==> src/hw/psp_pkg.sv <==
/*
  Shared definitions of the pulse-skipping PWM channel: register
  offsets, control bit positions, reset values, output states and
  carrier structs.
  Assumes one clock domain (ref_clk) and an Avalon-MM slave with a
  32-bit data path and byte addressing.
*/
// Functional notes
// At a period event, arm a pulse if any enabled rise source is high.
// All enabled rise sources low at period event: skip, outputs stay idle.
// Rising edge timing inside the period comes from the phase pair.
// Any enabled fall event input ends the pulse, no qualification.
// Primary waveform only on output A, complement only on output B.
// Dead-band available on both rising and falling transitions.
// Rise: complement off, rise dead-band if enabled, then primary on.
// Fall: primary off, fall dead-band if enabled, then complement on.
// Software should use an external source to qualify pulses.
// Ten registers are double-buffered: period, duty, phase, dead, blank.
// Steering register is buffered only while steering sync bit set.
// Module disabled: writes to buffered registers load active copy too.
// Enabled: load request copies all buffers at next period event.
// Hardware clears the load request bit after the transfer.
// Software writes all values first, then sets load request.
// Keeps generating waveforms in sleep on internal or external clock.
// Enabled without load request, writes leave active copies untouched.
package psp_pkg;

  // ****************************************************************
  // Register map (byte addresses)
  // ****************************************************************
  localparam logic [5:0] ADDR_CTRL = 6'h00;
  localparam logic [5:0] ADDR_PRL = 6'h04;
  localparam logic [5:0] ADDR_PRH = 6'h08;
  localparam logic [5:0] ADDR_DCL = 6'h0C;
  localparam logic [5:0] ADDR_DCH = 6'h10;
  localparam logic [5:0] ADDR_PHL = 6'h14;
  localparam logic [5:0] ADDR_PHH = 6'h18;
  localparam logic [5:0] ADDR_DBR = 6'h1C;
  localparam logic [5:0] ADDR_DBF = 6'h20;
  localparam logic [5:0] ADDR_BKR = 6'h24;
  localparam logic [5:0] ADDR_BKF = 6'h28;
  localparam logic [5:0] ADDR_STR = 6'h2C;
  localparam logic [5:0] ADDR_SRC = 6'h30;
  localparam logic [5:0] ADDR_STAT = 6'h34;

  // ****************************************************************
  // Control register bits
  // ****************************************************************
  localparam int CTRL_EN = 7;
  localparam int CTRL_LD = 6;
  localparam int CTRL_DBR_EN = 1;
  localparam int CTRL_DBF_EN = 0;
  localparam int STR_SYNC = 7;
  // Source enable register: rise enables [3:0], fall enables [7:4]
  localparam int SRC_RISE_LSB = 0;
  localparam int SRC_FALL_LSB = 4;
  localparam int NUM_SRC = 4;

  localparam logic [7:0] RST_BYTE = 8'h00;
  localparam logic [15:0] CNT_ONE = 16'h0001;
  localparam logic [7:0] DB_ONE = 8'h01;
  localparam logic [31:0] READ_ZERO = 32'h0000_0000;

  // ****************************************************************
  // Carrier structs
  // ****************************************************************
  typedef struct packed {
    logic [7:0] prl;
    logic [7:0] prh;
    logic [7:0] dcl;
    logic [7:0] dch;
    logic [7:0] phl;
    logic [7:0] phh;
    logic [7:0] dbr;
    logic [7:0] dbf;
    logic [7:0] bkr;
    logic [7:0] bkf;
    logic [7:0] str;
  } psp_regs_s;

  typedef enum logic [2:0] {
    ST_IDLE = 3'b000,
    ST_ARMED = 3'b001,
    ST_DB_RISE = 3'b010,
    ST_HIGH = 3'b011,
    ST_DB_FALL = 3'b100
  } psp_wave_e;

endpackage : psp_pkg

==> src/hw/psp_sync.sv <==
/*
  Three-stage input synchroniser with agreement filter.
  Assumes the input is asynchronous to ref_clk.
*/
module psp_sync
#(
  parameter int WIDTH = 8
)
(
  // Clock and reset
  input wire logic ref_clk,
  input wire logic reset_n,
  // Data
  input wire logic [WIDTH-1:0] async_in,
  output logic [WIDTH-1:0] sync_out
);

  typedef struct packed {
    logic [WIDTH-1:0] s1;
    logic [WIDTH-1:0] s2;
    logic [WIDTH-1:0] s3;
    logic [WIDTH-1:0] value;
  } psp_sync_s;

  psp_sync_s st;
  psp_sync_s next_st;

  always_comb
  begin
    next_st = st;
    next_st.s1 = async_in;
    next_st.s2 = st.s1;
    next_st.s3 = st.s2;
    // Change only once stages two and three agree
    for (int i = 0; i < WIDTH; i++)
    begin
      if (st.s2[i] == st.s3[i])
      begin
        next_st.value[i] = st.s3[i];
      end
    end
  end

  always_ff @(posedge ref_clk or negedge reset_n)
  begin
    if (!reset_n)
    begin
      st <= '0;
    end
    else
    begin
      st <= next_st;
    end
  end

  assign sync_out = st.value;

endmodule // psp_sync

==> src/hw/psp_top.sv <==
/*
  Pulse-skipping PWM channel with complementary outputs, dead-band
  and a double-buffered register set behind an Avalon-MM slave.
  Assumes event sources are asynchronous pins; ref_clk keeps running
  in sleep, so waveforms continue whatever the core does.
*/
module psp_top
(
  // Clock and reset
  input wire logic ref_clk,
  input wire logic reset_n,
  // Avalon-MM slave
  input wire logic [5:0] avs_address,
  input wire logic avs_read,
  input wire logic avs_write,
  input wire logic [31:0] avs_writedata,
  input wire logic [3:0] avs_byteenable,
  output logic [31:0] avs_readdata,
  output logic avs_waitrequest,
  // Event source pins
  input wire logic [3:0] rise_src,
  input wire logic [3:0] fall_src,
  // Power stage outputs
  output logic primary_output,
  output logic complementary_output
);

  // ****************************************************************
  // State
  // ****************************************************************
  typedef struct packed {
    logic [7:0] module_control_reg;
    logic [7:0] src_enable;
    psp_pkg::psp_regs_s buffered;
    psp_pkg::psp_regs_s active;
    logic [15:0] period_cnt;
    logic [7:0] db_cnt;
    psp_pkg::psp_wave_e wave;
    logic [7:0] prev_src;
    logic rd_done;
    logic [31:0] rdata;
    logic pri;
    logic cmp;
  } psp_top_s;

  psp_top_s st;
  psp_top_s next_st;
  logic [7:0] src_sync;
  logic [3:0] rise_now;
  logic [3:0] fall_edge;
  logic [15:0] period_val;
  logic [15:0] phase_val;
  logic period_evt;
  logic phase_evt;
  logic wr_byte0;
  logic [7:0] wbyte;
  logic enabled;

  psp_sync #(.WIDTH(8)) u_sync
  (
    .ref_clk(ref_clk),
    .reset_n(reset_n),
    .async_in({fall_src, rise_src}),
    .sync_out(src_sync)
  );

  function automatic logic [15:0] pair16(input logic [7:0] hi,
                                         input logic [7:0] lo);
    pair16 = {hi, lo};
  endfunction

  // Byte write into a buffered register; the active copy is not touched here
  function automatic logic [7:0] wr_sel(input logic [5:0] addr,
                                        input logic [5:0] match,
                                        input logic [7:0] old,
                                        input logic [7:0] val);
    wr_sel = (addr == match) ? val : old;
  endfunction

  // ****************************************************************
  // Event decode
  // ****************************************************************
  assign period_val = pair16(st.active.prh, st.active.prl);
  assign phase_val = pair16(st.active.phh, st.active.phl);
  assign enabled = st.module_control_reg[psp_pkg::CTRL_EN];
  assign period_evt = enabled && (st.period_cnt >= period_val);
  assign phase_evt = enabled && (st.period_cnt == phase_val);
  assign rise_now = src_sync[psp_pkg::SRC_RISE_LSB +: psp_pkg::NUM_SRC] &
    st.src_enable[psp_pkg::SRC_RISE_LSB +: psp_pkg::NUM_SRC];
  // Any enabled fall source edge ends the pulse, no combination
  assign fall_edge = src_sync[psp_pkg::SRC_FALL_LSB +: psp_pkg::NUM_SRC] &
    ~st.prev_src[psp_pkg::SRC_FALL_LSB +: psp_pkg::NUM_SRC] &
    st.src_enable[psp_pkg::SRC_FALL_LSB +: psp_pkg::NUM_SRC];
  assign wr_byte0 = avs_write && avs_byteenable[0];
  assign wbyte = avs_writedata[7:0];

  always_comb
  begin
    next_st = st;
    next_st.prev_src = src_sync;
    next_st.rd_done = 1'b0;

    // **************************************************************
    // Period time base
    // **************************************************************
    if (!enabled)
    begin
      next_st.period_cnt = '0;
    end
    else if (period_evt)
    begin
      next_st.period_cnt = '0;
    end
    else
    begin
      next_st.period_cnt = st.period_cnt + psp_pkg::CNT_ONE;
    end

    // **************************************************************
    // Register writes
    // **************************************************************
    if (wr_byte0)
    begin
      if (avs_address == psp_pkg::ADDR_CTRL)
      begin
        next_st.module_control_reg = wbyte;
      end
      else if (avs_address == psp_pkg::ADDR_SRC)
      begin
        next_st.src_enable = wbyte;
      end
      else
      begin
        next_st.buffered.prl = wr_sel(avs_address, psp_pkg::ADDR_PRL,
          st.buffered.prl, wbyte);
        next_st.buffered.prh = wr_sel(avs_address, psp_pkg::ADDR_PRH,
          st.buffered.prh, wbyte);
        next_st.buffered.dcl = wr_sel(avs_address, psp_pkg::ADDR_DCL,
          st.buffered.dcl, wbyte);
        next_st.buffered.dch = wr_sel(avs_address, psp_pkg::ADDR_DCH,
          st.buffered.dch, wbyte);
        next_st.buffered.phl = wr_sel(avs_address, psp_pkg::ADDR_PHL,
          st.buffered.phl, wbyte);
        next_st.buffered.phh = wr_sel(avs_address, psp_pkg::ADDR_PHH,
          st.buffered.phh, wbyte);
        next_st.buffered.dbr = wr_sel(avs_address, psp_pkg::ADDR_DBR,
          st.buffered.dbr, wbyte);
        next_st.buffered.dbf = wr_sel(avs_address, psp_pkg::ADDR_DBF,
          st.buffered.dbf, wbyte);
        next_st.buffered.bkr = wr_sel(avs_address, psp_pkg::ADDR_BKR,
          st.buffered.bkr, wbyte);
        next_st.buffered.bkf = wr_sel(avs_address, psp_pkg::ADDR_BKF,
          st.buffered.bkf, wbyte);
        next_st.buffered.str = wr_sel(avs_address, psp_pkg::ADDR_STR,
          st.buffered.str, wbyte);
      end
    end

    // **************************************************************
    // Double-buffer transfer
    // **************************************************************
    if (!enabled)
    begin
      // Disabled writes land in the active copy at once
      next_st.active = next_st.buffered;
    end
    else if (period_evt && st.module_control_reg[psp_pkg::CTRL_LD])
    begin
      next_st.active = st.buffered;
      if (!st.buffered.str[psp_pkg::STR_SYNC])
      begin
        next_st.active.str = next_st.buffered.str;
      end
      // A same-cycle software write to the control register wins over hardware done
      if (!(wr_byte0 && avs_address == psp_pkg::ADDR_CTRL))
      begin
        next_st.module_control_reg[psp_pkg::CTRL_LD] = 1'b0;
      end
    end
    else if (!next_st.buffered.str[psp_pkg::STR_SYNC])
    begin
      // Unsynchronised steering writes take effect directly
      next_st.active.str = next_st.buffered.str;
    end
    // Otherwise the active copy is left alone

    // **************************************************************
    // Waveform sequencer
    // **************************************************************
    if (!enabled)
    begin
      next_st.wave = psp_pkg::ST_IDLE;
      next_st.pri = 1'b0;
      next_st.cmp = 1'b0;
    end
    else
    begin
      case (st.wave)
        psp_pkg::ST_IDLE:
        begin
          // Skip the period when no enabled source is high
          if (period_evt && (rise_now != '0))
          begin
            next_st.wave = psp_pkg::ST_ARMED;
          end
        end
        psp_pkg::ST_ARMED:
        begin
          if (phase_evt)
          begin
            next_st.cmp = 1'b0;
            if (st.module_control_reg[psp_pkg::CTRL_DBR_EN] &&
                st.active.dbr != '0)
            begin
              next_st.db_cnt = st.active.dbr;
              next_st.wave = psp_pkg::ST_DB_RISE;
            end
            else
            begin
              // One idle cycle keeps the switch break-before-make
              next_st.db_cnt = psp_pkg::DB_ONE;
              next_st.wave = psp_pkg::ST_DB_RISE;
            end
          end
        end
        psp_pkg::ST_DB_RISE:
        begin
          if (st.db_cnt <= psp_pkg::DB_ONE)
          begin
            next_st.pri = 1'b1;
            next_st.wave = psp_pkg::ST_HIGH;
          end
          else
          begin
            next_st.db_cnt = st.db_cnt - psp_pkg::DB_ONE;
          end
        end
        psp_pkg::ST_HIGH:
        begin
          if (fall_edge != '0)
          begin
            next_st.pri = 1'b0;
            if (st.module_control_reg[psp_pkg::CTRL_DBF_EN] &&
                st.active.dbf != '0)
            begin
              next_st.db_cnt = st.active.dbf;
              next_st.wave = psp_pkg::ST_DB_FALL;
            end
            else
            begin
              next_st.db_cnt = psp_pkg::DB_ONE;
              next_st.wave = psp_pkg::ST_DB_FALL;
            end
          end
        end
        psp_pkg::ST_DB_FALL:
        begin
          if (st.db_cnt <= psp_pkg::DB_ONE)
          begin
            next_st.cmp = 1'b1;
            next_st.wave = psp_pkg::ST_IDLE;
          end
          else
          begin
            next_st.db_cnt = st.db_cnt - psp_pkg::DB_ONE;
          end
        end
        default:
        begin
          next_st.wave = psp_pkg::ST_IDLE;
        end
      endcase
    end

    // **************************************************************
    // Read path
    // **************************************************************
    if (avs_read && !st.rd_done)
    begin
      next_st.rd_done = 1'b1;
      next_st.rdata = psp_pkg::READ_ZERO;
      if (avs_address == psp_pkg::ADDR_CTRL)
        next_st.rdata[7:0] = st.module_control_reg;
      else if (avs_address == psp_pkg::ADDR_SRC)
        next_st.rdata[7:0] = st.src_enable;
      else if (avs_address == psp_pkg::ADDR_STAT)
      begin
        next_st.rdata[15:0] = st.period_cnt;
        next_st.rdata[18:16] = st.wave;
        next_st.rdata[19] = st.pri;
        next_st.rdata[20] = st.cmp;
      end
      else if (avs_address == psp_pkg::ADDR_PRL)
        next_st.rdata[7:0] = st.buffered.prl;
      else if (avs_address == psp_pkg::ADDR_PRH)
        next_st.rdata[7:0] = st.buffered.prh;
      else if (avs_address == psp_pkg::ADDR_DCL)
        next_st.rdata[7:0] = st.buffered.dcl;
      else if (avs_address == psp_pkg::ADDR_DCH)
        next_st.rdata[7:0] = st.buffered.dch;
      else if (avs_address == psp_pkg::ADDR_PHL)
        next_st.rdata[7:0] = st.buffered.phl;
      else if (avs_address == psp_pkg::ADDR_PHH)
        next_st.rdata[7:0] = st.buffered.phh;
      else if (avs_address == psp_pkg::ADDR_DBR)
        next_st.rdata[7:0] = st.buffered.dbr;
      else if (avs_address == psp_pkg::ADDR_DBF)
        next_st.rdata[7:0] = st.buffered.dbf;
      else if (avs_address == psp_pkg::ADDR_BKR)
        next_st.rdata[7:0] = st.buffered.bkr;
      else if (avs_address == psp_pkg::ADDR_BKF)
        next_st.rdata[7:0] = st.buffered.bkf;
      else if (avs_address == psp_pkg::ADDR_STR)
        next_st.rdata[7:0] = st.buffered.str;
    end
  end

  always_ff @(posedge ref_clk or negedge reset_n)
  begin
    if (!reset_n)
    begin
      st <= '0;
    end
    else
    begin
      st <= next_st;
    end
  end

  // Reads take one wait cycle; writes complete at once
  assign avs_waitrequest = avs_read && !st.rd_done;
  assign avs_readdata = st.rdata;
  assign primary_output = st.pri;
  assign complementary_output = st.cmp;

endmodule // psp_top

==> config.mk <==
export PLATFORM = sky130hd
export DESIGN_NAME = psp_top
export DESIGN_NICKNAME = d
export VERILOG_FILES = /design/src/hw/psp_pkg.sv /design/src/hw/psp_sync.sv /design/src/hw/psp_top.sv
export SDC_FILE = /design/constraint.sdc
export NUM_CORES = 1
export LEC_CHECK = 0
export BUFFER_PORTS_ARGS = -buffer_cell sky130_fd_sc_hd__buf_2
export CAP_MARGIN = 20
export CORE_AREA = 10 10 183 185
export CTS_BUF_LIST = sky130_fd_sc_hd__clkbuf_2
export DETAILED_ROUTE_END_ITERATION = 10
export DIE_AREA = 0 0 193 195
export PLACE_DENSITY = 0.68
export SLEW_MARGIN = 10
export SYNTH_ARGS = -nofsm -noshare
export SYNTH_HDL_FRONTEND = slang
export SYNTH_HIERARCHICAL = 1
export SYNTH_SLANG_ARGS = --single-unit
==> constraint.sdc <==
create_clock -name ref_clk -period 2.36 [get_ports ref_clk]
set_input_delay 0 -clock ref_clk [delete_from_list [all_inputs] [get_ports ref_clk]]
set_output_delay 0 -clock ref_clk [all_outputs]
set_load 0.02 [all_outputs]
==> Yosys cells after proc, flatten, opt, wreduce, memory -nomap -nowiden <==
Index checks and enable logic that the tools add are counted.
Widths: inputs -> output; s select.
{ "totals": {"output_inout_bits": 35, "register_bits": 243, "word_cells": 170, "inputBits": 54} }
{ "classes": {"addsub": 2, "n_eq_ne": 37, "order_cmp": 2, "bitwise_logic": 5, "n_reduce_logical": 24, "n_mux": 61} }
{ "op_table": {"columns": ["op", "n"], "rows": [
  ["$mux 8", 30],
  ["$mux 88", 2],
  ["$mux 103", 1],
  ["$mux 96", 1],
  ["$mux 80", 1],
  ["$mux 11", 4],
  ["$mux 13", 3],
  ["$eq 6x6->1 const B", 6],
  ["$mux 33", 1],
  ["$mux 16", 2],
  ["$eq 6x5->1 const B", 4],
  ["$pmux 8 s3", 1],
  ["$add 16x1->16 const B", 1],
  ["$eq 16x16->1", 1],
  ["$ge 16x16->1", 1],
  ["$reduce_bool 8->1", 2],
  ["$ne 3x3->1 const B", 5],
  ["$pmux 3 s5", 1],
  ["$and 4x4->4", 3],
  ["$eq 6x4->1 const B", 2],
  ["$mux 3", 4],
  ["$reduce_and 5->1", 2],
  ["$logic_and 1x1->1", 9],
  ["$reduce_and 3->1", 3],
  ["23 further kinds", 41]
]} }

==> Longest topological paths before layout <==
Gate-level depths: netlist of run 1.
{ "logic_depth": {"word_depth": 16, "depth_mapped": 11, "mapped_depth_nobuf": 8} }

==> By module <==
Netlist of run 1, hierarchy kept.
{ "modules_own_cells": {"columns": ["mod", "instances", "cells_per_inst", "area_per_inst_um2"], "rows": [
  ["psp_top", 1, 1067, 10765.3],
  ["psp_sync", 1, 48, 950.9]
]} }

==> Worst setup path before layout of run 1 <==
OpenSTA, ideal clock, no wires.
{ "synth_timing": {"path_type": "register -> register", "from": "register st[63] (netlist name)", "to": "register st, in the netlist phase_val[10]", "stages_incl_launch_ff": 10, "setup_slack_ns": -0.048, "path_buffers": 2, "synth_period_minus_slack_ns": 2.408, "setup_time_ns": 0.141, "t_arrival_ns": 2.267, "cell_sequence": "dfrtp_1 > ha_1 > and4_1 > a2111oi_0 > o22ai_1 > a31o_2 > buf_2 > buf_1 > nand2_1 > a31oi_1"} }
{ "synth_between": {"elab_chain_cells": 4} }
{ "synth_lines": {"columns": ["element", "line", "text"], "rows": [
  ["start, declared", "psp_top.sv:46", "psp_top_s st;"],
  ["start signal, assigned", "psp_top.sv:326", "st <= next_st;"],
  ["$ge 16x16->1", "psp_top.sv:86", "assign period_evt = enabled && (st.period_cnt >= period_val);"],
  ["$logic_and 1x1->1", "psp_top.sv:86", null],
  ["$logic_and 1x1->1", "psp_top.sv:167", "else if (period_evt && st.module_control_reg[psp_pkg::CTRL_LD])"],
  ["$ne 2x1->1 (no line)", null, null]
]} }
No other way between the ends.
A chain may end at the register's enable or synchronous reset.

==> results by group, run 1 <==
Outcome
  – Status: complete, no violations

Routing
  – DR pass1 iterations: 6
  – Drt first-iter violations: 749
  – Via density: 5.537
  – Final ANT Viol Nets: 0
  – Via count: ~9500
  – Drt wl/cell: around 20 um
  – Post-Route WL: about 35 mm
  – DRC viols: 0

Die
  – Die height: 195 um
  – Num rows: 64
  – Initial core utilization: 39.02%
  – Die area: 0.03764 mm2
  – CORE AREA: 0.03003 mm2
  – Overall die width: 193 um
  – # IOs: 89

Final layout
  – Diode count: 0
  – Commonest non-fill, non-tap cell in the layout: dfrtp_1
  – Fin util: 46.30%
  – Post-route cell area: 0.01390 mm2
  – Final #Nets: 1343
  – Share of layout cells above drive strength 1: about 28%
  – Most frequent cells in the layout: dfrtp_1, nand2_1, mux2_2
  – Area Growth Syn to Fin: 18.67%

GRT
  – Tot GR Track Use: roughly 18%
  – Vias in the first global route: 9490
  – First-pass GRT wire length: 54.22 mm
  – Initial antenna violation count: 0
  – Largest net degree at the start of global routing: 92
  – Total grt overflow: 0

Pwr
  – Worst VDD drop: 328.5 uV
  – Cell Pwr Density: 741.5 mW/mm2
  – Pwr Total: around 10 mW
  – Leakage: about 6.4 nW

Clock tree
  – Clock transition at path regs: 0.12 ns
  – CTS Root Cell: clkbuf_2
  – Clock latency on the worst-skew pair: 0.87 ns
  – CTS tree: yes
  – Total number of H-tree levels: 2
  – Total CTS buffers: 60
  – CTS sink cnt: between 200 and 250
  – Max Root-Sink Buffers: 3

STA
  – Final period util: a little over nine tenths
  – Tightest Pin Transition: 0.7815 ns
  – Final hold violations: 0
  – Final Setup Violations: 0
  – Clock Skews: 0.06053 ns
  – Slew Limit Fails: 0
  – Fmax: 0.4301 GHz
  – Setup TNS: 0 ns
  – Crit path time final: 2.325 ns
  – Final worst-path setup slack: 0.03493 ns
  – Slew margin rel.: 47.90%

Synth
  – Ys flop type: dfrtp_1
  – Post-synth EDFFs: 0
  – Largest area contributor in the netlist: dfrtp_1
  – Post-synth top area share: about half
  – Ranking of synthesized cells by area: dfrtp_1, mux2_2, nand2_1
  – Mapped Area: about 0.012 mm2
  – YS warnings: 6
  – Distinct cells, synth: 77
  – Register bit total from synthesis: roughly 240
  – Asr flop ratio synth: 100.0%
  – Sequential element share of the synthesized area: 51.05%
  – Syn Inst Count: 1115
  – Avg Cell Area, Syn: 10.51 um2

Critical path
  – Element type at the critical path end: flop
  – Reg2reg start: st[58]
  – WP data required: 3.14 ns
  – CP Launch Type: primary input
  – Critical path's top delay family: buffers and inverters
  – Arrival @ worst endpoint: 3.11 ns
  – CP most frequent cell: dlygate4sd3_1
  – CP max stage delay: roughly 0.68 ns
  – CP max FO: 8
  – Worst Path Buf+Inv: 6
  – R2R Setup Slk: 0.08 ns
  – CP cell instances: buf_2 > dlygate4sd3_1 > nor4b_4 > buf_4 > dlygate4sd3_1 > nand3_1 > buf_4 > mux2_2 > dlygate4sd3_1
  – CP max stage cell: dlygate4sd3_1
  – Launch point of the worst path: avs_address[0]
  – Setup Crit Path Kind: in -> reg

Min path
  – Worst hold path type: in -> reg
  – HP Start: avs_address[3]

Flow run
  – MaxCap Viol Count: 0

Place
  – DP Area: 0.01251 mm2
  – Detailed Place HPWL: between 20 and 25 mm
  – Dpl ws: -0.02881 ns
  – RePlAce Congestion: 0.9177
  – Port bufs: 50
[routing by layer]
layer / wire (um) / part of all wire (%) / GRT usage, %
met5: 0 / 0 / 0
met4: 947 / 2.7 / 5.700
met3: 2707 / 7.8 / 4.116
met2: 15850 / 46 / 27.65
met1: 15220 / 44 / 24.70
[worst paths after layout]
check / to / cells past startpoint
setup / recovery: st[192] / 9
hold / removal: avs_readdata[3] / 5
setup reg to reg: st[104] / 9
hold reg to reg: u_sync/next_st[15] / 0
max in group asynchronous: st[212] / 4
min in group asynchronous: period_val[15] / 4
[cell type report]
class | count | area [um2]
clock buffer | 80 | 400.4
inverter | 30 | 116.4
sequential | 239 | 5984
clock inverter | 24 | 122.6
timing repair buffer | 189 | 1610
multi-input combinational | 750 | 5174
tap | 396 | 495.5
fill | 2829 | 16130
[per-stage QoR]
step	hold slack [ns]	cells
2_1_floorplan	-0.2956	1125
3_3_place_gp	0.01620	1530
3_5_place_dp	0.02580	1530
4_1_cts	0.002359	1696
5_1_grt	0.03077	1708
6_report	0.07953	1708
[what timing repair did]
item | 4_1_cts | 5_1_grt
endpoints found under the setup margin | 36 | 68
hold endpoints to repair | 421 | 0
pin swaps | 0 | 4
gates cloned | 0 | 2
hold buffers | 62 | 0
resized for setup | 3 | 19
setup buffers | 0 | 11
[cell families (layout without fill, tap and decap cells)]
kind of cell,after synthesis,count (layout),synth area share (%)
buf+inv,136,323,6.076
mux,110,110,10.60
other cells,1,11,0.03201
fa+ha+maj,27,27,2.798
compound gates,237,237,13.43
simple gates,334,334,13.69
xor+xnor,31,31,2.317
flops,239,239,51.05
[synth_stat cells (all sizes together), types with 12 or more instances]
master	n
buf	68
nand2b	12
xnor2	21
o21ai	51
a2bb2oi	16
nand3	12
inv	29
nor2	87
a31oi	38
nand2	149
ha	19
clkbuf	38
mux2	103
dfrtp	239
a21oi	46
nor3	17
[worst register-to-register path, cell delays in order (launching register included)]
cell	delay [ns]
dfrtp_1	0.45
ha_1	0.24
a2111oi_2	0.37
nand2_1	0.09
a41o_1	0.29
a31oi_4	0.24
buf_6	0.16
clkbuf_16	0.17
nand2_1	0.06
a2bb2oi_1	0.16
[power breakdown]
group | leakage, nW | switching [mW] | internal, mW | total [mW]
Combinational | 2.94 | 1.25 | 1.04 | 2.29
Clock | 0.390 | 1.72 | 1.04 | 2.76
Sequential | 3.08 | 0.552 | 4.70 | 5.26
Total | 6.41 | 3.52 | 6.79 | 10.3
No activity file was read; power rests on OpenSTA's default activity.
==> inputs of run 2 (changes only) <==
--- a/config.mk
+++ b/config.mk
@@ -7,13 +7,16 @@
 export LEC_CHECK = 0
 export BUFFER_PORTS_ARGS = -buffer_cell sky130_fd_sc_hd__buf_2
 export CAP_MARGIN = 20
+export CELL_PAD_IN_SITES_DETAIL_PLACEMENT = 0
+export CELL_PAD_IN_SITES_GLOBAL_PLACEMENT = 1
 export CORE_AREA = 10 10 183 185
 export CTS_BUF_LIST = sky130_fd_sc_hd__clkbuf_2
 export DETAILED_ROUTE_END_ITERATION = 10
 export DIE_AREA = 0 0 193 195
-export PLACE_DENSITY = 0.68
+export PLACE_DENSITY = 0.78
 export SLEW_MARGIN = 10
 export SYNTH_ARGS = -nofsm -noshare
 export SYNTH_HDL_FRONTEND = slang
 export SYNTH_HIERARCHICAL = 1
 export SYNTH_SLANG_ARGS = --single-unit
+export TNS_END_PERCENT = 5
==> constraint.sdc (replaced) <==
create_clock -name ref_clk -period 2.7 [get_ports ref_clk]
set_input_delay 0 -clock ref_clk [delete_from_list [all_inputs] [get_ports ref_clk]]
set_output_delay 0 -clock ref_clk [all_outputs]
set_load 0.02 [all_outputs]
==> results by group, run 2 (synthesized netlist as in run 1, its figures left out) <==
Flow run
  – MaxCap Viol Count: 0 (unchanged)

STA
  – Clock Skews: 0.08397 ns (+0.02344 ns)
  – Slew Limit Fails: 0 (unchanged)
  – Crit path time final: 2.601 ns
  – Min Hold Slack: 0.1482 ns (+0.06862 ns)
  – Tightest Pin Transition: 0.8159 ns (+0.03437 ns)
  – Final hold violations: 0 (unchanged)
  – Final period util: 96.33%
  – Unrepaired setup endpoints after global routing: no
  – Final worst-path setup slack: 0.09898 ns (+0.06405 ns)
  – Final Setup Violations: 0 (unchanged)
  – Fmax: 0.3845 GHz
  – Setup TNS: 0 ns (unchanged)
  – Slew margin rel.: 45.19% (-2.7 points)

Final layout
  – Area of the multi-input gates: 0.005082 mm2 (-1.8%)
  – Commonest non-fill, non-tap cell in the layout: dfrtp_1
  – Filler cells: 2911 (+2.9%)
  – Most frequent cells in the layout: dfrtp_1, nand2_1, mux2_2
  – Area Growth Syn to Fin: 14.19%
  – Post-route cell area: 0.01338 mm2 (-3.8%)
  – Reg area: 0.005982 mm2 (about the same)
  – Share of layout cells above drive strength 1: 26.02% (-1.8 points)
  – Final #Nets: 1302 (-3.1%)

GRT
  – Total grt overflow: 0 (unchanged)
  – Vias in the first global route: 9222 (-2.8%)
  – First-pass GRT wire length: 54.04 mm (-0.33%)
  – Tot GR Track Use: 18.22% (+0.18 points)
  – Initial antenna violation count: 3 (+3)
  – Largest net degree at the start of global routing: 92 (unchanged)

Critical path
  – CP most frequent cell: dlygate4sd3_1
  – Arrival @ worst endpoint: 3.38 ns (+0.27 ns)
  – Reg2reg start: st[65]
  – Launch point of the worst path: avs_address[5]
  – Critical path's top delay family: buffers and inverters
  – CP cell instances: dlygate4sd3_1 > buf_2 > nor4b_4 > dlygate4sd3_1 > nand2_1 > nor2_2 > buf_4 > nand2_1 > dlygate4sd3_1 > o21ai_0 > dlygate4sd3_1
  – Element type at the critical path end: flop
  – CP max stage delay: 0.61 ns (-0.07 ns)
  – CP Launch Type: primary input
  – WP data required: 3.48 ns (+0.34 ns)
  – CP max stage cell: dlygate4sd3_1
  – Setup Crit Path Kind: in -> reg
  – Worst Path Buf+Inv: 6 (unchanged)
  – CP max FO: 11 (+3)

Pwr
  – Switching power total: 3.040 mW (-14%)
  – Switching Fraction: 34.36% (+0.23 points)
  – Worst VDD drop: 292.0 uV (-11%)
  – Internal: 5.807 mW (-14%)
  – Cell Pwr Density: 661.2 mW/mm2 (-11%)
  – Flop pwr share: 52.5% (+1.5 points)
  – Leakage: 6.203 nW (-3.3%)
  – Clock group share of total power: 26.9% (+0.2 points)
  – Comb power frac: 20.6% (-1.7 points)

Place
  – Detailed Place HPWL: 23.62 mm (+3.2%)
  – RePlAce Congestion: 0.9193 (+0.17%)
  – Dpl ws: 0.2112 ns (+0.2401 ns)
  – Port bufs: 50 (unchanged)
  – DP Area: 0.01239 mm2 (-0.91%)

Die
  – Die height: 195 um (unchanged)
  – CORE AREA: 0.03003 mm2 (unchanged)
  – Num rows: 64 (unchanged)
  – Die area: 0.03764 mm2 (unchanged)
  – Overall die width: 193 um (unchanged)
  – # IOs: 89 (unchanged)
  – Initial core utilization: 39.02% (unchanged)

Clock tree
  – Max Root-Sink Buffers: 3 (unchanged)
  – CTS Root Cell: clkbuf_2
  – CTS sink cnt: 239 (unchanged)
  – Total CTS buffers: 60 (unchanged)
  – Clock transition at path regs: 0.11 ns (about the same)
  – CTS tree: yes
  – Total number of H-tree levels: 2 (unchanged)
  – Clock latency on the worst-skew pair: 0.92 ns (+0.05 ns)

Routing
  – Via density: 5.450 (-1.6%)
  – DR pass1 iterations: 6 (unchanged)
  – Post-Route WL: 34.14 mm (-1.7%)
  – Via count: 9101 (-3.8%)
  – Drt first-iter violations: 741 (-1.1%)
  – Final ANT Viol Nets: 0 (unchanged)
  – DRC viols: 0 (unchanged)
  – Drt wl/cell: 20.44 um (+0.57%)

Min path
  – Worst hold path type: in -> reg
  – HP Start: avs_read

Outcome
  – Status: complete, no violations
run 2: cell types whose count changed in the layout (fill, tap and decap cells not counted), moves of 3 or more:
cell and change:
dlygate4sd3_1 -16, buf_6 -3, a21oi_1 +6, clkinv_1 -7
clkbuf_2 +6, buf_4 -16, a21oi_2 -6
run 2: layer usage:
layer	routed length [um]	track usage, %	share of wire, %
met3	2510	4.081	7.4
met5	13	0	0.038
met2	15540	27.60	46
met4	976	6.526	2.9
met1	15100	24.99	44
run 2: stage by stage:
stage                     power, mW  utilization (%)  cells
final                         8.847            44.55   1670
after global routing          9.431            44.55   1669
after CTS                     8.938            44.53   1669
after detailed placement      6.479            41.28   1519
after global placement        6.416            41.28   1519
after floorplan               5.774                -   1125
run 2: worst reg2reg max path, delay by kind of cell, from the launching register on:
kind | cells | cell delay [ns]
AO/OA/AOI/OAI | 5 | 1.04
AND/OR/NAND/NOR | 1 | 0.20
flip-flops | 1 | 0.40
adder cells (fa/ha/maj) | 1 | 0.33
buffers and inverters | 2 | 0.38
run 2: final timing paths:
path	to	slack, ns	depth (start not counted)
setup / recovery	flop	0.1	11
hold / removal	avs_readdata[8]	0.15	6
setup reg to reg	phase_val[4]	0.17	9
hold reg to reg	u_sync/next_st[8]	0.35	0
max in group asynchronous	st[205]	1.43	4
min in group asynchronous	st[62]	0.21	3
run 2: what timing repair did:
action,CTS,global route
gates resized for setup,0,5
hold buffers,45,1
setup buffers,0,0
setup endpoints to repair,0,5
endpoints found under the hold margin,421,7
run 2: cell type report:
type,count,share of cell area (%)
clock inverters,19,0.7294
repair buffers,148,8.772
well taps,396,3.703
multi-input cells,750,37.99
inverters,30,0.8417
diodes,2,0.03741
clock buffers,86,3.217
flip-flops and latches,239,44.71
run 2: power groups by stage:
stage | clock (mW) | combinational [mW] | sequential (mW)
after floorplan | 0 | 1.32 | 4.46
after global routing | 2.68 | 2.05 | 4.70
after global placement | 0 | 1.73 | 4.69
final | 2.38 | 1.82 | 4.65
after detailed placement | 0 | 1.77 | 4.71
after CTS | 2.48 | 1.83 | 4.64
==> inputs of run 3 (changes only) <==
--- a/config.mk
+++ b/config.mk
@@ -14,7 +14,8 @@
 export DETAILED_ROUTE_END_ITERATION = 10
 export DIE_AREA = 0 0 193 195
 export PLACE_DENSITY = 0.78
-export SLEW_MARGIN = 10
+export REMOVE_ABC_BUFFERS = 1
+export SLEW_MARGIN = 20
 export SYNTH_ARGS = -nofsm -noshare
 export SYNTH_HDL_FRONTEND = slang
 export SYNTH_HIERARCHICAL = 1
==> results by group, run 3 (synthesized netlist as in run 1, its figures left out) <==
Outcome
  – Status: complete, no violations

Place
  – Port bufs: 50 (unchanged)
  – RePlAce Congestion: 0.9033 (-1.7%)
  – Placed Cells incl. Taps: 1513 (-0.39%)
  – Detailed Place HPWL: 22.82 mm (-3.4%)

Routing
  – DR pass1 iterations: 5 (-1)
  – Final ANT Viol Nets: 0 (unchanged)
  – Via density: 5.431 (-0.35%)
  – Drt wl/cell: 20.05 um (-1.9%)
  – DRC viols: 0 (unchanged)
  – Post-Route WL: 33.37 mm (-2.3%)
  – Via count: 9037 (-0.70%)
  – Drt first-iter violations: 751 (+1.3%)

Final layout
  – Area of the multi-input gates: 0.005082 mm2 (unchanged)
  – Share of layout cells above drive strength 1: 26.20% (+0.18 points)
  – Commonest non-fill, non-tap cell in the layout: dfrtp_1
  – Area Growth Syn to Fin: 13.85%
  – Post-Layout Cell Count: 1664 (-0.36%)
  – Filler cells: 2938 (+0.93%)
  – Final #Nets: 1299 (-0.23%)
  – Reg area: 0.005982 mm2 (unchanged)
  – Most frequent cells in the layout: dfrtp_1, nand2_1, mux2_2

Clock tree
  – Post-CTS Setup Bufs: 0 (unchanged)
  – Total number of H-tree levels: 3 (+1)
  – Max Root-Sink Buffers: 3 (unchanged)
  – CTS sink cnt: 239 (unchanged)
  – CTS tree: yes
  – CTS Root Cell: clkbuf_2
  – Total CTS buffers: 67 (+12%)
  – Clock transition at path regs: 0.09 ns (-0.02 ns)
  – Clock latency on the worst-skew pair: 0.83 ns (-0.09 ns)

STA
  – Final period util: 94.26% (-2.1 points)
  – Crit path time final: 2.545 ns (-0.05603 ns)
  – Final hold violations: 0 (unchanged)
  – Slew margin rel.: 45.07% (-0.12 points)
  – Tightest Pin Transition: 0.8177 ns (+0.001805 ns)
  – Fmax: 0.3929 GHz (+2.2%)
  – Clock Skews: 0.07079 ns (-0.01318 ns)
  – Final Setup Violations: 0 (unchanged)
  – Unrepaired setup endpoints after global routing: no
  – Slew Limit Fails: 0 (unchanged)

Pwr
  – Worst VDD drop: 331.8 uV (+14%)
  – Leakage: 6.199 nW (about the same)
  – Pwr Total: 9.027 mW (+2.0%)
  – Cell Pwr Density: 676.8 mW/mm2 (+2.3%)

Critical path
  – Launch point of the worst path: avs_address[2]
  – Arrival @ worst endpoint: 3.26 ns (-0.12 ns)
  – CP Launch Type: primary input
  – WP data required: 3.41 ns (-0.07 ns)
  – Reg2reg start: st[65]
  – CP max FO: 11 (unchanged)
  – Element type at the critical path end: flop
  – Setup Crit Path Kind: in -> reg

GRT
  – Total grt overflow: 0 (unchanged)
  – Vias in the first global route: 9238 (+0.17%)
  – Tot GR Track Use: 17.75% (-0.46 points)
  – First-pass GRT wire length: 52.54 mm (-2.8%)
  – Initial antenna violation count: 2 (-1)
  – Largest net degree at the start of global routing: 97 (+5.4%)

Die
  – # IOs: 89 (unchanged)
  – Overall die width: 193 um (unchanged)
  – Die height: 195 um (unchanged)
  – Num rows: 64 (unchanged)
  – CORE AREA: 0.03003 mm2 (unchanged)
  – Die area: 0.03764 mm2 (unchanged)
  – Initial core utilization: 39.02% (unchanged)

Min path
  – Worst hold path type: in -> reg
  – HP Start: avs_address[4]

Flow run
  – MaxCap Viol Count: 0 (unchanged)
[run 3: final timing paths]
path / to / slack, ns / cells past startpoint
hold reg to reg: u_sync/next_st[13] / 0.34 / 0
min in group asynchronous: st[46] / 0.37 / 3
setup reg to reg: phase_val[8] / 0.24 / 8
setup / recovery: st[202] / 0.16 / 10
hold / removal: st[204] / 0.09 / 4
max in group asynchronous: phase_val[13] / 1.46 / 4
[run 3: report_power, final]
part	internal (mW)	switching [mW]	total, mW
logic	0.813	1.02	1.83
clock network	1.09	1.49	2.58
registers	4.11	0.502	4.61
total	6.02	3.01	9.03
[run 3: through the flow]
step                setup WS (ns)  setup TNS (ns)  utilization (%)  cell area (um2)  hold slack (ns)
global placement           0.1612               0            41.13            12350          0.09806
detailed placement         0.1119               0            41.13            12350           0.1073
floorplan                  -1.061          -58.34                -            11150          -0.2956
CTS                       0.06269               0            44.39            13330          0.01117
global route              0.05304               0            44.42            13340          0.02897
finish                     0.1550               0            44.42            13340          0.08517
[run 3: routing by layer]
layer,wire (um),global-route usage [%]
met5,11,0.5487
met4,564,5.073
met3,2483,4.918
met2,15400,26.98
met1,14910,24.15
[run 3: cell type report]
class	count	share of cell area, %
Antenna cell	1	0.01876
Clock buffer	91	3.414
Clock inverter	19	0.9380
Inverter	30	0.8442
Multi-Input combinational cell	750	38.10
Sequential cell	239	44.85
Tap cell	396	3.714
Timing Repair Buffer	138	8.123
[run 3: worst max-delay path: stages]
cell and delay [ns]:
dlygate4sd3_1 0.52, buf_2 0.26, nor2_1 0.10, buf_4 0.18, a21o_1 0.33, nor3_4 0.46, nand2_1 0.16, dlygate4sd3_1 0.59
o21ai_0 0.08, dlygate4sd3_1 0.57
[run 3: what timing repair did]
| action | 4_1_cts | 5_1_grt |
|---|---|---|
| hold buffers | 40 | 0 |
| setup endpoints to repair | 0 | 58 |
| gates resized for setup | 0 | 2 |
| hold endpoints to repair | 421 | 0 |
